### config.mk
export PLATFORM = sky130hd
export DESIGN_NAME = afc_core
export DESIGN_NICKNAME = d
export VERILOG_FILES = /design/src/common/afc_pkg.sv /design/src/core/afc_core.sv
export VERILOG_INCLUDE_DIRS = /design/src /design/src/common
export SDC_FILE = /design/constraint.sdc
export NUM_CORES = 1
export LEC_CHECK = 0
export CORE_ASPECT_RATIO = 0.5
export CORE_MARGIN = 2
export CORE_UTILIZATION = 47
export DETAILED_ROUTE_END_ITERATION = 12
export DONT_BUFFER_PORTS = 1
export SLEW_MARGIN = 10
export SYNTH_ARGS = -nofsm -noshare
export SYNTH_HDL_FRONTEND = slang
export SYNTH_SLANG_ARGS = --single-unit
### constraint.sdc
create_clock -name I_REF_CLK -period 3.2 [get_ports I_REF_CLK]
set_clock_uncertainty 0.1 [all_clocks]
set_input_delay 0 -clock I_REF_CLK [delete_from_list [all_inputs] [get_ports I_REF_CLK]]
set_output_delay 0 -clock I_REF_CLK [all_outputs]
set_load 0.1 [all_outputs]
### src/common/afc_consts.svh
// Register offsets, field positions and timing counts of the fault control
`ifndef AFC_CONSTS_SVH
`define AFC_CONSTS_SVH
`define AFC_REG_MODE        3'h0
`define AFC_REG_DIAG        3'h1
`define AFC_REG_MASK        3'h2
`define AFC_REG_GAIN_A      3'h3
`define AFC_REG_GAIN_B      3'h4
`define AFC_BIT_INPUT_A     2
`define AFC_BIT_INPUT_B     3
`define AFC_BIT_ACTIVE      4
`define AFC_BIT_CURRENT_LIMIT_SELECT      1
`define AFC_BIT_CLEAR       2
`define AFC_BIT_REPEAT      3
`define AFC_BIT_TRIGGER     4
`define AFC_REPEAT_MS       60
`define AFC_CLK_MHZ         100
`define AFC_REPEAT_CYCLES   (`AFC_REPEAT_MS * 1000 * `AFC_CLK_MHZ)
`define AFC_STEP_CYCLES     16
`endif

### src/common/afc_pkg.sv
// Types shared by the fault control block
package afc_pkg;
    typedef struct packed {
        logic thermal;
        logic overcurrent;
        logic supply_short;
        logic open_load;
        logic bridge_short;
    } afc_fault_t;
    typedef struct packed {
        logic       we;
        logic [2:0] addr;
        logic [7:0] data;
    } afc_wr_t;
endpackage

### src/core/afc_core.sv
// Control registers, diagnostic sequencer and fault flag of the amplifier
`timescale 1ns/1ns
`default_nettype none
`include "afc_consts.svh"

module afc_core #(
    parameter int REPEAT_CYCLES = `AFC_REPEAT_CYCLES,
    parameter int STEP_CYCLES   = `AFC_STEP_CYCLES
) (
    input  wire logic                I_REF_CLK,
    input  wire logic                I_SYS_RST,
    input  wire logic                I_CLK_EN,
    input  wire afc_pkg::afc_wr_t    I_WR,
    input  wire afc_pkg::afc_fault_t I_SENSE,
    output logic                     O_SEL_A,
    output logic                     O_SEL_B,
    output logic                     O_MUTE,
    output logic                     O_OUT_EN,
    output logic                     O_SHUTDOWN,
    output logic                     O_CURRENT_LIMIT_SELECT_SUPPLY,
    output logic [4:0]               O_GAIN_A,
    output logic [4:0]               O_GAIN_B,
    output logic                     O_DIAG_BUSY,
    output logic [1:0]               O_TEST_SEL,
    output logic                     O_FAULT_N_OUT,
    output logic                     O_FAULT_N_OE
);
    import afc_pkg::*;

    typedef enum logic [2:0] {
        ST_IDLE, ST_SUPPLY, ST_BRIDGE, ST_OPEN, ST_WAIT
    } afc_state_t;

    // Diagnostic test selector codes seen by the analog front end
    localparam logic [1:0] TS_NONE   = 2'h0;
    localparam logic [1:0] TS_SUPPLY = 2'h1;
    localparam logic [1:0] TS_BRIDGE = 2'h2;
    localparam logic [1:0] TS_OPEN   = 2'h3;

    afc_state_t  state;
    afc_state_t  next_state;
    logic [7:0]  mode_control;
    logic [7:0]  diagnostic_control;
    logic [7:0]  fault_mask_control;
    logic [4:0]  first_input_gain;
    logic [4:0]  second_gain_code;
    logic        powerup;
    logic [7:0]  pend_data [0:4];
    logic [4:0]  pend_mask;
    logic        pend_valid;
    logic [2:0]  pend_idx;
    afc_wr_t     pend;
    logic        protect_hit;
    logic        fault_flag;
    logic        trig_armed;
    logic        clear_prev;
    logic [31:0] timer;
    logic [31:0] next_timer;
    afc_fault_t  sense_s1;
    afc_fault_t  sense_s2;

    // Sensor comparators are asynchronous to the clock
    always_ff @(posedge I_REF_CLK or posedge I_SYS_RST) begin
        if (I_SYS_RST) begin
            sense_s1 <= '0;
            sense_s2 <= '0;
        end else if (I_CLK_EN) begin
            sense_s1 <= I_SENSE;
            sense_s2 <= sense_s1;
        end
    end

    // Lowest register still holding a deferred write
    function automatic logic [2:0] first_held(input logic [4:0] m);
        logic [2:0] idx;
        idx = 3'h0;
        for (int k = 4; k >= 0; k--) begin
            if (m[k]) begin
                idx = 3'(k);
            end
        end
        return idx;
    endfunction

    // Held writes drain one per cycle, lowest register first
    assign pend_valid = |pend_mask;
    assign pend_idx   = first_held(pend_mask);
    assign pend       = '{we:   1'b1,
                          addr: pend_idx,
                          data: pend_data[pend_idx]};

    // Write path; new writes queue behind the run and any backlog
    wire logic    hold_on     = powerup || pend_valid;
    wire logic    addr_ok     = I_WR.addr <= `AFC_REG_GAIN_B;
    wire logic    wr_now      = I_WR.we && !hold_on;
    wire logic    wr_defer    = I_WR.we && hold_on && addr_ok;
    wire afc_wr_t wr_apply    = wr_now ? I_WR : pend;
    wire logic    apply_valid = wr_now || (!powerup && pend_valid);
    wire logic    abort_pu    = powerup && I_WR.we
                                && I_WR.addr == `AFC_REG_DIAG
                                && I_WR.data[`AFC_BIT_CLEAR];

    wire logic wr_diag = apply_valid && wr_apply.addr == `AFC_REG_DIAG;
    wire logic new_trig  = wr_apply.data[`AFC_BIT_TRIGGER];
    wire logic new_clear = wr_apply.data[`AFC_BIT_CLEAR];
    wire logic old_trig  = diagnostic_control[`AFC_BIT_TRIGGER];
    wire logic repeat_on = diagnostic_control[`AFC_BIT_REPEAT];

    // Edge detect on the stored trigger bit
    wire logic trig_rise = wr_diag && new_trig && !old_trig;
    wire logic clear_tgl = wr_diag && (new_clear != clear_prev);
    wire logic repeat_off = wr_diag
                            && !wr_apply.data[`AFC_BIT_REPEAT];

    // Faults: protection acts always, flag only through the mask
    wire logic in_test = state == ST_SUPPLY || state == ST_BRIDGE
                         || state == ST_OPEN;
    wire afc_fault_t active_fault = '{
        thermal:      sense_s2.thermal,
        overcurrent:  sense_s2.overcurrent,
        supply_short: sense_s2.supply_short && state == ST_SUPPLY,
        open_load:    sense_s2.open_load && state == ST_OPEN,
        bridge_short: sense_s2.bridge_short && state == ST_BRIDGE
    };
    wire logic any_fault = |active_fault;
    wire logic flag_fault = |(active_fault
                              & ~fault_mask_control[4:0]);

    // Sequencer steps: supply, bridge, open; repeat waits
    always_comb begin
        next_state = state;
        next_timer = timer + 32'h0000_0001;
        case (state)
            ST_IDLE: begin
                next_timer = '0;
                if (trig_rise) begin
                    next_state = ST_SUPPLY;
                end
            end
            ST_SUPPLY: begin
                if (timer == STEP_CYCLES - 1) begin
                    next_state = ST_BRIDGE;
                    next_timer = '0;
                end
            end
            ST_BRIDGE: begin
                if (timer == STEP_CYCLES - 1) begin
                    next_state = ST_OPEN;
                    next_timer = '0;
                end
            end
            ST_OPEN: begin
                if (timer == STEP_CYCLES - 1) begin
                    next_timer = '0;
                    next_state = (repeat_on && !powerup)
                                 ? ST_WAIT : ST_IDLE;
                end
            end
            ST_WAIT: begin
                if (timer == REPEAT_CYCLES - 1) begin
                    next_state = ST_SUPPLY;
                    next_timer = '0;
                end
            end
            default: begin
                next_state = ST_IDLE;
            end
        endcase
        // Continuous mode stops on fault, clear toggle or repeat off
        if (state != ST_IDLE && (any_fault || abort_pu || clear_tgl
                                 || (repeat_off && !powerup))) begin
            next_state = ST_IDLE;
            next_timer = '0;
        end
    end

    always_ff @(posedge I_REF_CLK or posedge I_SYS_RST) begin
        if (I_SYS_RST) begin
            state <= ST_SUPPLY;
            timer <= '0;
        end else if (I_CLK_EN) begin
            state <= next_state;
            timer <= next_timer;
        end
    end

    // Power-up run ends when sequencer returns idle
    always_ff @(posedge I_REF_CLK or posedge I_SYS_RST) begin
        if (I_SYS_RST) begin
            powerup   <= 1'b1;
            pend_mask <= 5'h00;
            pend_data <= '{default: 8'h00};
        end else if (I_CLK_EN) begin
            if (powerup && next_state == ST_IDLE) begin
                powerup <= 1'b0;
            end
            // Drained slot freed first so a newer write to it survives
            if (!powerup && pend_valid) begin
                pend_mask[pend_idx] <= 1'b0;
            end
            if (wr_defer) begin
                pend_mask[I_WR.addr] <= 1'b1;
                pend_data[I_WR.addr] <= I_WR.data;
            end
        end
    end

    // Register file: reserved bits never stored
    always_ff @(posedge I_REF_CLK or posedge I_SYS_RST) begin
        if (I_SYS_RST) begin
            mode_control       <= 8'h00;
            diagnostic_control <= 8'h00;
            fault_mask_control <= 8'h00;
            first_input_gain   <= 5'h00;
            second_gain_code   <= 5'h00;
            clear_prev         <= 1'b0;
        end else if (I_CLK_EN && apply_valid) begin
            case (wr_apply.addr)
                `AFC_REG_MODE:   mode_control <= wr_apply.data
                                                 & 8'h1C;
                `AFC_REG_DIAG: begin
                    diagnostic_control <= wr_apply.data & 8'h1E;
                    clear_prev         <= new_clear;
                end
                `AFC_REG_MASK:   fault_mask_control <= wr_apply.data
                                                       & 8'h1F;
                `AFC_REG_GAIN_A: first_input_gain <= wr_apply.data[4:0];
                `AFC_REG_GAIN_B: second_gain_code <= wr_apply.data[4:0];
                default: begin
                end
            endcase
        end
    end

    // Fault latches; a new fault wins over a clear in the same cycle
    always_ff @(posedge I_REF_CLK or posedge I_SYS_RST) begin
        if (I_SYS_RST) begin
            protect_hit <= 1'b0;
            fault_flag  <= 1'b0;
        end else if (I_CLK_EN) begin
            if (any_fault) begin
                protect_hit <= 1'b1;
            end else if (clear_tgl) begin
                protect_hit <= 1'b0;
            end
            if (flag_fault) begin
                fault_flag <= 1'b1;
            end else if (clear_tgl) begin
                fault_flag <= 1'b0;
            end
        end
    end

    wire logic sel_a   = mode_control[`AFC_BIT_INPUT_A];
    wire logic sel_b   = mode_control[`AFC_BIT_INPUT_B];
    wire logic active  = mode_control[`AFC_BIT_ACTIVE] && !powerup;
    wire logic outs_on = active && !protect_hit && !any_fault
                         && !in_test;

    always_ff @(posedge I_REF_CLK or posedge I_SYS_RST) begin
        if (I_SYS_RST) begin
            O_SEL_A         <= 1'b0;
            O_SEL_B         <= 1'b0;
            O_MUTE          <= 1'b1;
            O_OUT_EN        <= 1'b0;
            O_SHUTDOWN      <= 1'b1;
            O_CURRENT_LIMIT_SELECT_SUPPLY <= 1'b0;
            O_GAIN_A        <= 5'h00;
            O_GAIN_B        <= 5'h00;
            O_DIAG_BUSY     <= 1'b1;
            O_TEST_SEL      <= TS_NONE;
            O_FAULT_N_OUT   <= 1'b0;
            O_FAULT_N_OE    <= 1'b0;
        end else if (I_CLK_EN) begin
            O_SEL_A         <= sel_a;
            O_SEL_B         <= sel_b;
            O_MUTE          <= !sel_a && !sel_b;
            O_OUT_EN        <= outs_on;
            O_SHUTDOWN      <= !active;
            O_CURRENT_LIMIT_SELECT_SUPPLY <= diagnostic_control[`AFC_BIT_CURRENT_LIMIT_SELECT];
            O_GAIN_A        <= first_input_gain;
            O_GAIN_B        <= second_gain_code;
            O_DIAG_BUSY     <= next_state != ST_IDLE
                               && next_state != ST_WAIT;
            O_TEST_SEL      <= next_state == ST_SUPPLY ? TS_SUPPLY :
                               next_state == ST_BRIDGE ? TS_BRIDGE :
                               next_state == ST_OPEN   ? TS_OPEN : TS_NONE;
            O_FAULT_N_OUT   <= 1'b0;
            O_FAULT_N_OE    <= fault_flag || flag_fault;
        end
    end
endmodule

`default_nettype wire

Word-level counts from Yosys, hierarchy flattened
Cells that the tools add are included.
{"block": "classes", "add_sub_neg": 1, "n_mul": 0, "div": 0, "magnitude_cmp": 8, "n_eq_ne": 16, "n_shift": 0, "muxes": 37, "n_bitwise": 7, "n_reduce_logical": 67}
{"op": "32-bit two-way mux", "n": 3}
{"op": "32-bit one-hot mux with 3 select lines", "n": 1}
{"op": "40-bit bitwise mux", "n": 1}
{"op": "3-bit two-way mux", "n": 12}
{"op": "32-bit by 1-bit adder with 32-bit output (second input constant)", "n": 1}
{"op": "32-bit by 23-bit equality test with 1-bit output (second input constant)", "n": 1}
{"op": "32-bit by 4-bit equality test with 1-bit output (second input constant)", "n": 1}
{"op": "1-bit logical AND", "n": 29}
{"op": "8-bit binary-select mux with 3-bit select", "n": 1}
{"op": "8-bit demux with 3-bit select", "n": 1}
{"op": "8-bit two-way mux", "n": 3}
{"op": "3-bit by 2-bit equality test with 1-bit output (second input constant)", "n": 6}
{"op": "2-bit AND reduction", "n": 9}
{"op": "5-bit two-way mux", "n": 3}
{"op": "3-bit one-hot mux with 5 select lines", "n": 1}
{"op": "5-bit OR reduction", "n": 3}
{"op": "3-bit by 1-bit equality test with 1-bit output (second input constant)", "n": 4}
{"op": "11-bit two-way mux", "n": 1}
{"op": "5-bit bitwise AND", "n": 2}
{"op": "1-bit zero test", "n": 10}
{"op": "5-bit NOT", "n": 2}
{"op": "3-bit zero test", "n": 3}
{"op": "4-bit greater-or-equal comparator (second input constant)", "n": 2}
{"op": "1-bit logical OR", "n": 8}
{"op": "other kinds (15)", "n": 28}
{"block": "totals", "reg_bits": 136, "latch_bits": 0, "ramBits": 0, "rom_bits": 0, "elab_cells": 174, "memories": 0}

Depth between registers and ports, before layout
{"block": "depth", "word_depth": 21, "depth_mapped": 10, "ltp_nobuf": 8}

Least setup slack after synthesis
Ideal clock, no wire load.
{"block": "synth_timing", "path_kind": "reg2reg", "start": "register pend_mask[0]", "end": "register state[2]", "setup_ns": 0.077, "t_arrival_ns": 2.596, "setup_slack_ns": 0.427, "path_stages_with_launch": 9, "path_buffers": 1, "period_less_slack_ns": 2.773, "cell_sequence": "dfrtp_1 or4_1 buf_2 or2_4 o221a_1 and2_4 a211o_1 or4_1 o21ai_1"}
{"block": "synth_between", "elab_chain_cells": 12, "word_cells_on_any_way": 27}
{"item": "start, declared", "line": "afc_core.sv:49", "source": "logic [4:0] pend_mask;"}
{"item": "start signal, assigned", "line": "afc_core.sv:191", "source": "pend_mask <= 5'h00;"}
{"item": "start signal, assigned by index", "line": "afc_core.sv:199", "source": "pend_mask[pend_idx] <= 1'b0;"}
{"item": "start signal, assigned by index", "line": "afc_core.sv:202", "source": "pend_mask[I_WR.addr] <= 1'b1;"}
{"item": "branches (longest 11 deep; another with 11-bit two-way mux)"}
{"item": "3-bit two-way mux *", "line": "afc_core.sv:170", "source": "if (state != ST_IDLE && (any_fault || abort_pu || clear_tgl"}
{"item": "end signal, assigned", "line": "afc_core.sv:182", "source": "state <= next_state;"}
{"item": "end, declared", "line": "afc_core.sv:40", "source": "afc_state_t state;"}
Every way passes the cells marked *. The select of a mux whose other input is x is not followed.
A chain may end at the register's enable or synchronous reset.

Final worst setup path
{"block": "layout_timing", "start": "register pend_mask[3]", "end": "register timer[4]"}
{"block": "layout_between", "elab_chain_cells": 15, "word_cells_on_any_way": 26}
{"item": "3-bit two-way mux (4 in a row)", "line": "afc_core.sv:78", "source": "if (m[k]) begin"}
{"item": "3-bit NOT with 4-bit output (not written as such)", "line": "afc_core.sv:90", "source": "data: pend_data[pend_idx]};"}
{"item": "8-bit binary-select mux with 3-bit select", "line": "afc_core.sv:90"}
{"item": "8-bit two-way mux (not written as such) (2 in a row)", "line": "afc_core.sv:90"}
{"item": "11-bit two-way mux", "line": "afc_core.sv:97", "source": "wire afc_wr_t wr_apply = wr_now ? I_WR : pend;"}
{"item": "1-bit != test / 1-bit zero test (equally long branches)", "line": "afc_core.sv:111, afc_core.sv:113"}
{"item": "1-bit logical AND, on equally long branches", "line": "afc_core.sv:111, afc_core.sv:112"}
{"item": "1-bit logical OR / 1-bit logical AND (equally long branches)", "line": "afc_core.sv:170, afc_core.sv:171"}
{"item": "1-bit logical OR *", "line": "afc_core.sv:171", "source": "|| (repeat_off && !powerup))) begin"}
{"item": "1-bit logical AND *", "line": "afc_core.sv:170"}
{"item": "32-bit two-way mux *", "line": "afc_core.sv:170"}
{"item": "end signal, assigned", "line": "afc_core.sv:183", "source": "timer <= next_timer;"}
{"item": "end, declared", "line": "afc_core.sv:57", "source": "logic [31:0] timer;"}
Every way passes the cells marked *; elsewhere a longest branch is shown, timed or not. The select of a mux whose other input is x is not followed.

==> flow_summary.json <==
{
  "grt_start_max_net_pins": 79,
  "hold_violations": 0,
  "start_kind": "register",
  "finalMaxSlewViolations": 0,
  "dp_hpwl_microns": 9381,
  "grt_pass1_wl_microns": 23880,
  "crit_path_start": "pend_mask[3]$_DFFE_PP0P_",
  "wl_microns": 14410,
  "nFillCells": 1088,
  "timing.critical_path.fanout_max": 11,
  "grt_pass1_vias": 4403,
  "ir_drop_uv": 421.6,
  "ys_seq_area_share_pct": 49.74,
  "netlist.area_leader.share_pct": 47.57,
  "p_per_area_mw_per_mm2": 602.9,
  "yosys_warnings": 0,
  "cp_data_required_time_ns": 3.39,
  "grt_overflow_total": 0,
  "synthTopCellsByCount": "115 x dfrtp_1, 64 x mux2_2, 49 x nand2_1, 31 x nor2_1, 22 x o21ai_0",
  "numCtsBuffers": 17,
  "fin_nets": 628,
  "worstHoldStart": "I_WR[10]",
  "crit_path_end_kind": "register",
  "reg2reg_from": "pend_mask[3]$_DFFE_PP0P_",
  "synth_nets": 591,
  "relSlewSlack_pct": 37.91,
  "synth_top_area_cell": "dfrtp_1",
  "clockBufferDepth": 2,
  "clkTransAtPathRegs_ns": 0.06,
  "num_io_pins": 41,
  "die_area_sq_mm": 0.01385,
  "drtPass1Iterations": 4,
  "setup_viol": 0,
  "ys_async_sr_fraction_pct": 100.0,
  "synthTopCellsByArea": "dfrtp_1 48%, mux2_2 12%, nand2_1 3.0%",
  "htreeDepth": 4,
  "drv_cap": 0,
  "period_minus_slack_ns": 3.016,
  "insertion_delay_ns": 0.41,
  "grt_util_all_layers_pct": 22.34,
  "post-route-period-util_pct": 94.26,
  "multi_input_area_sq_mm": 0.002864,
  "drc": 0,
  "syn_avg_cell_area_sq_um": 10.61,
  "root_buffer": "clkbuf_16",
  "fmax_ghz": 0.3315,
  "initial_utilization_pct": 47.91,
  "die-height_microns": 84.23,
  "syn_area_sq_mm": 0.006050,
  "leakagePower_nw": 3.117,
  "syn_inst": 570,
  "hold_slack_ns": 0.02049,
  "drive_above_1_share_pct": 24.52,
  "antenna_found_initial": 0,
  "drt-initial-drc-count": 415,
  "std_cell_rows": 29,
  "synth-seq-cells": 120,
  "ant_nets": 0,
  "post-synth-top-count-cell": "dfrtp_1",
  "cp.arrival_ns": 3.21,
  "vias": 4646,
  "routabilityCongestion": 0.8486,
  "cts_tree": "built",
  "synth-edff-count": 0,
  "tns_ns": 0,
  "final-seq-area_sq_mm": 0.003009,
  "diodes": 0,
  "io_buffer_count": 0,
  "max_slew.worst_pin.slew_ns": 0.9314,
  "rsz0062_at_grt": "false",
  "cts_sinks": 120,
  "synth_cell_types": 67,
  "die_w_microns": 164.4,
  "hold_path.class": "input port to register",
  "via_per_inst": 5.881,
  "core-area_sq_mm": 0.01263,
  "synthFlopType": "dfrtp_1",
  "path_class": "register to register",
  "status": "completed",
  "wl_per_cell_microns": 18.23,
  "post-cts-setup-buffer-count": 0,
  "syn_to_final_growth_pct": 18.72
}
==> kinds of logic (layout without fill, tap and decap cells) <==
logic type | count (synthesis) | after routing | share of synthesized area, %
other | 1 | 1 | 0.06199
buffers and inverters | 48 | 98 | 3.185
muxes | 78 | 78 | 14.64
xor gates and xnor gates | 2 | 2 | 0.2896
DFF | 120 | 120 | 49.74
AOI/OAI and AO/OA | 126 | 126 | 14.91
and+or+nand+nor | 194 | 194 | 16.96
adders and majority gates | 1 | 1 | 0.2068
==> state kept, by name, summed over array words and instances, names as in the netlist, 3 cells and up <==
signal and flops:
pend_mask 5, first_input_gain 5, sense_s1 5, O_GAIN_B 5, second_gain_code 5, state 3, sense_s2 3, fault_mask_control 5
mode_control 3, diagnostic_control 4, timer 32, pend_data 25, O_GAIN_A 5
==> where the power goes <==
part           total, mW  switching (mW)  leakage, nW  internal [mW]
Combinational      0.353           0.184         1.24          0.170
Clock               1.92           0.807        0.287           1.11
Sequential          2.06           0.413         1.59           1.64
==> final cells by class <==
class                      count  area share [%]
tap                          170           2.962
timing repair buffer          47           5.958
inverter                      19           1.045
multi-input combinational    402           39.88
clock buffer                  17           5.923
clock inverter                15           2.334
sequential                   120           41.90
==> per-stage QoR <==
stage	area (sq um)	cells	util (%)	total power, mW	setup WS, ns
after detailed placement	6381	740	50.54	2.399	0.2056
after CTS	7172	790	56.80	4.372	0.1690
after global routing	7182	790	56.88	4.517	0.05885
final	7182	790	56.88	4.330	0.1838
after global placement	6381	740	50.54	2.393	0.2497
after floorplan	6053	570	-	2.309	0.4266
==> worst paths after layout <==
| check | endpoint | slack [ns] | cells after the start |
|---|---|---|---|
| max | timer[4]$_DFFE_PP0P_ | 0.18 | 9 |
| min | second_gain_code[2]$_DFFE_PP0P_ | 0.02 | 4 |
| max reg2reg | timer[4]$_DFFE_PP0P_ | 0.18 | 9 |
| min reg2reg | O_SHUTDOWN$_DFFE_PP1P_ | 0.37 | 1 |
| max in group asynchronous | state[0]$_DFFE_PP1P_ | 2.42 | 3 |
| min in group asynchronous | pend_mask[2]$_DFFE_PP0P_ | 0.07 | 3 |
==> worst max-delay path, stage by stage, from the launching register on <==
cell       delay (ns)
dfrtp_1          0.46
or4_1            0.48
buf_4            0.18
nor3_1           0.24
o221ai_1         0.17
a2111oi_2        0.49
a211o_1          0.21
buf_4            0.20
nor2_1           0.09
a32o_1           0.27
==> cell usage in the layout (no fill, tap or decap), types with 6 or more instances in the layout <==
cell type / instances
nand4_1: 12
o31ai_1: 13
a21oi_1: 14
nand3_1: 20
and3_1: 11
clkbuf_16: 17
inv_6: 7
mux2_2: 64
dfrtp_1: 115
o22ai_1: 7
mux2i_1: 12
dlygate4sd3_1: 17
buf_4: 28
inv_1: 17
o2bb2ai_1: 14
nor2_1: 30
nand2b_1: 10
nor4_1: 11
nand2_1: 49
o21ai_0: 22
nor3_1: 14
or2_2: 6
a31oi_1: 10
==> timing repair <==
| item | in CTS | in global routing |
|---|---|---|
| hold buffers | 18 | 0 |
| endpoints found under the hold margin | 220 | 0 |
| gates resized for setup | 0 | 2 |
| endpoints found under the setup margin | 0 | 2 |
==> metal layers <==
layer	wire (microns)	global-route usage (%)	part of all wire, %
met2	6444	31.49	45
met4	177	6.719	1.2
met1	7078	33.57	49
met3	703	6.077	4.9
met5	0	0	0
Note: power is estimated with default switching activity, not from simulation.
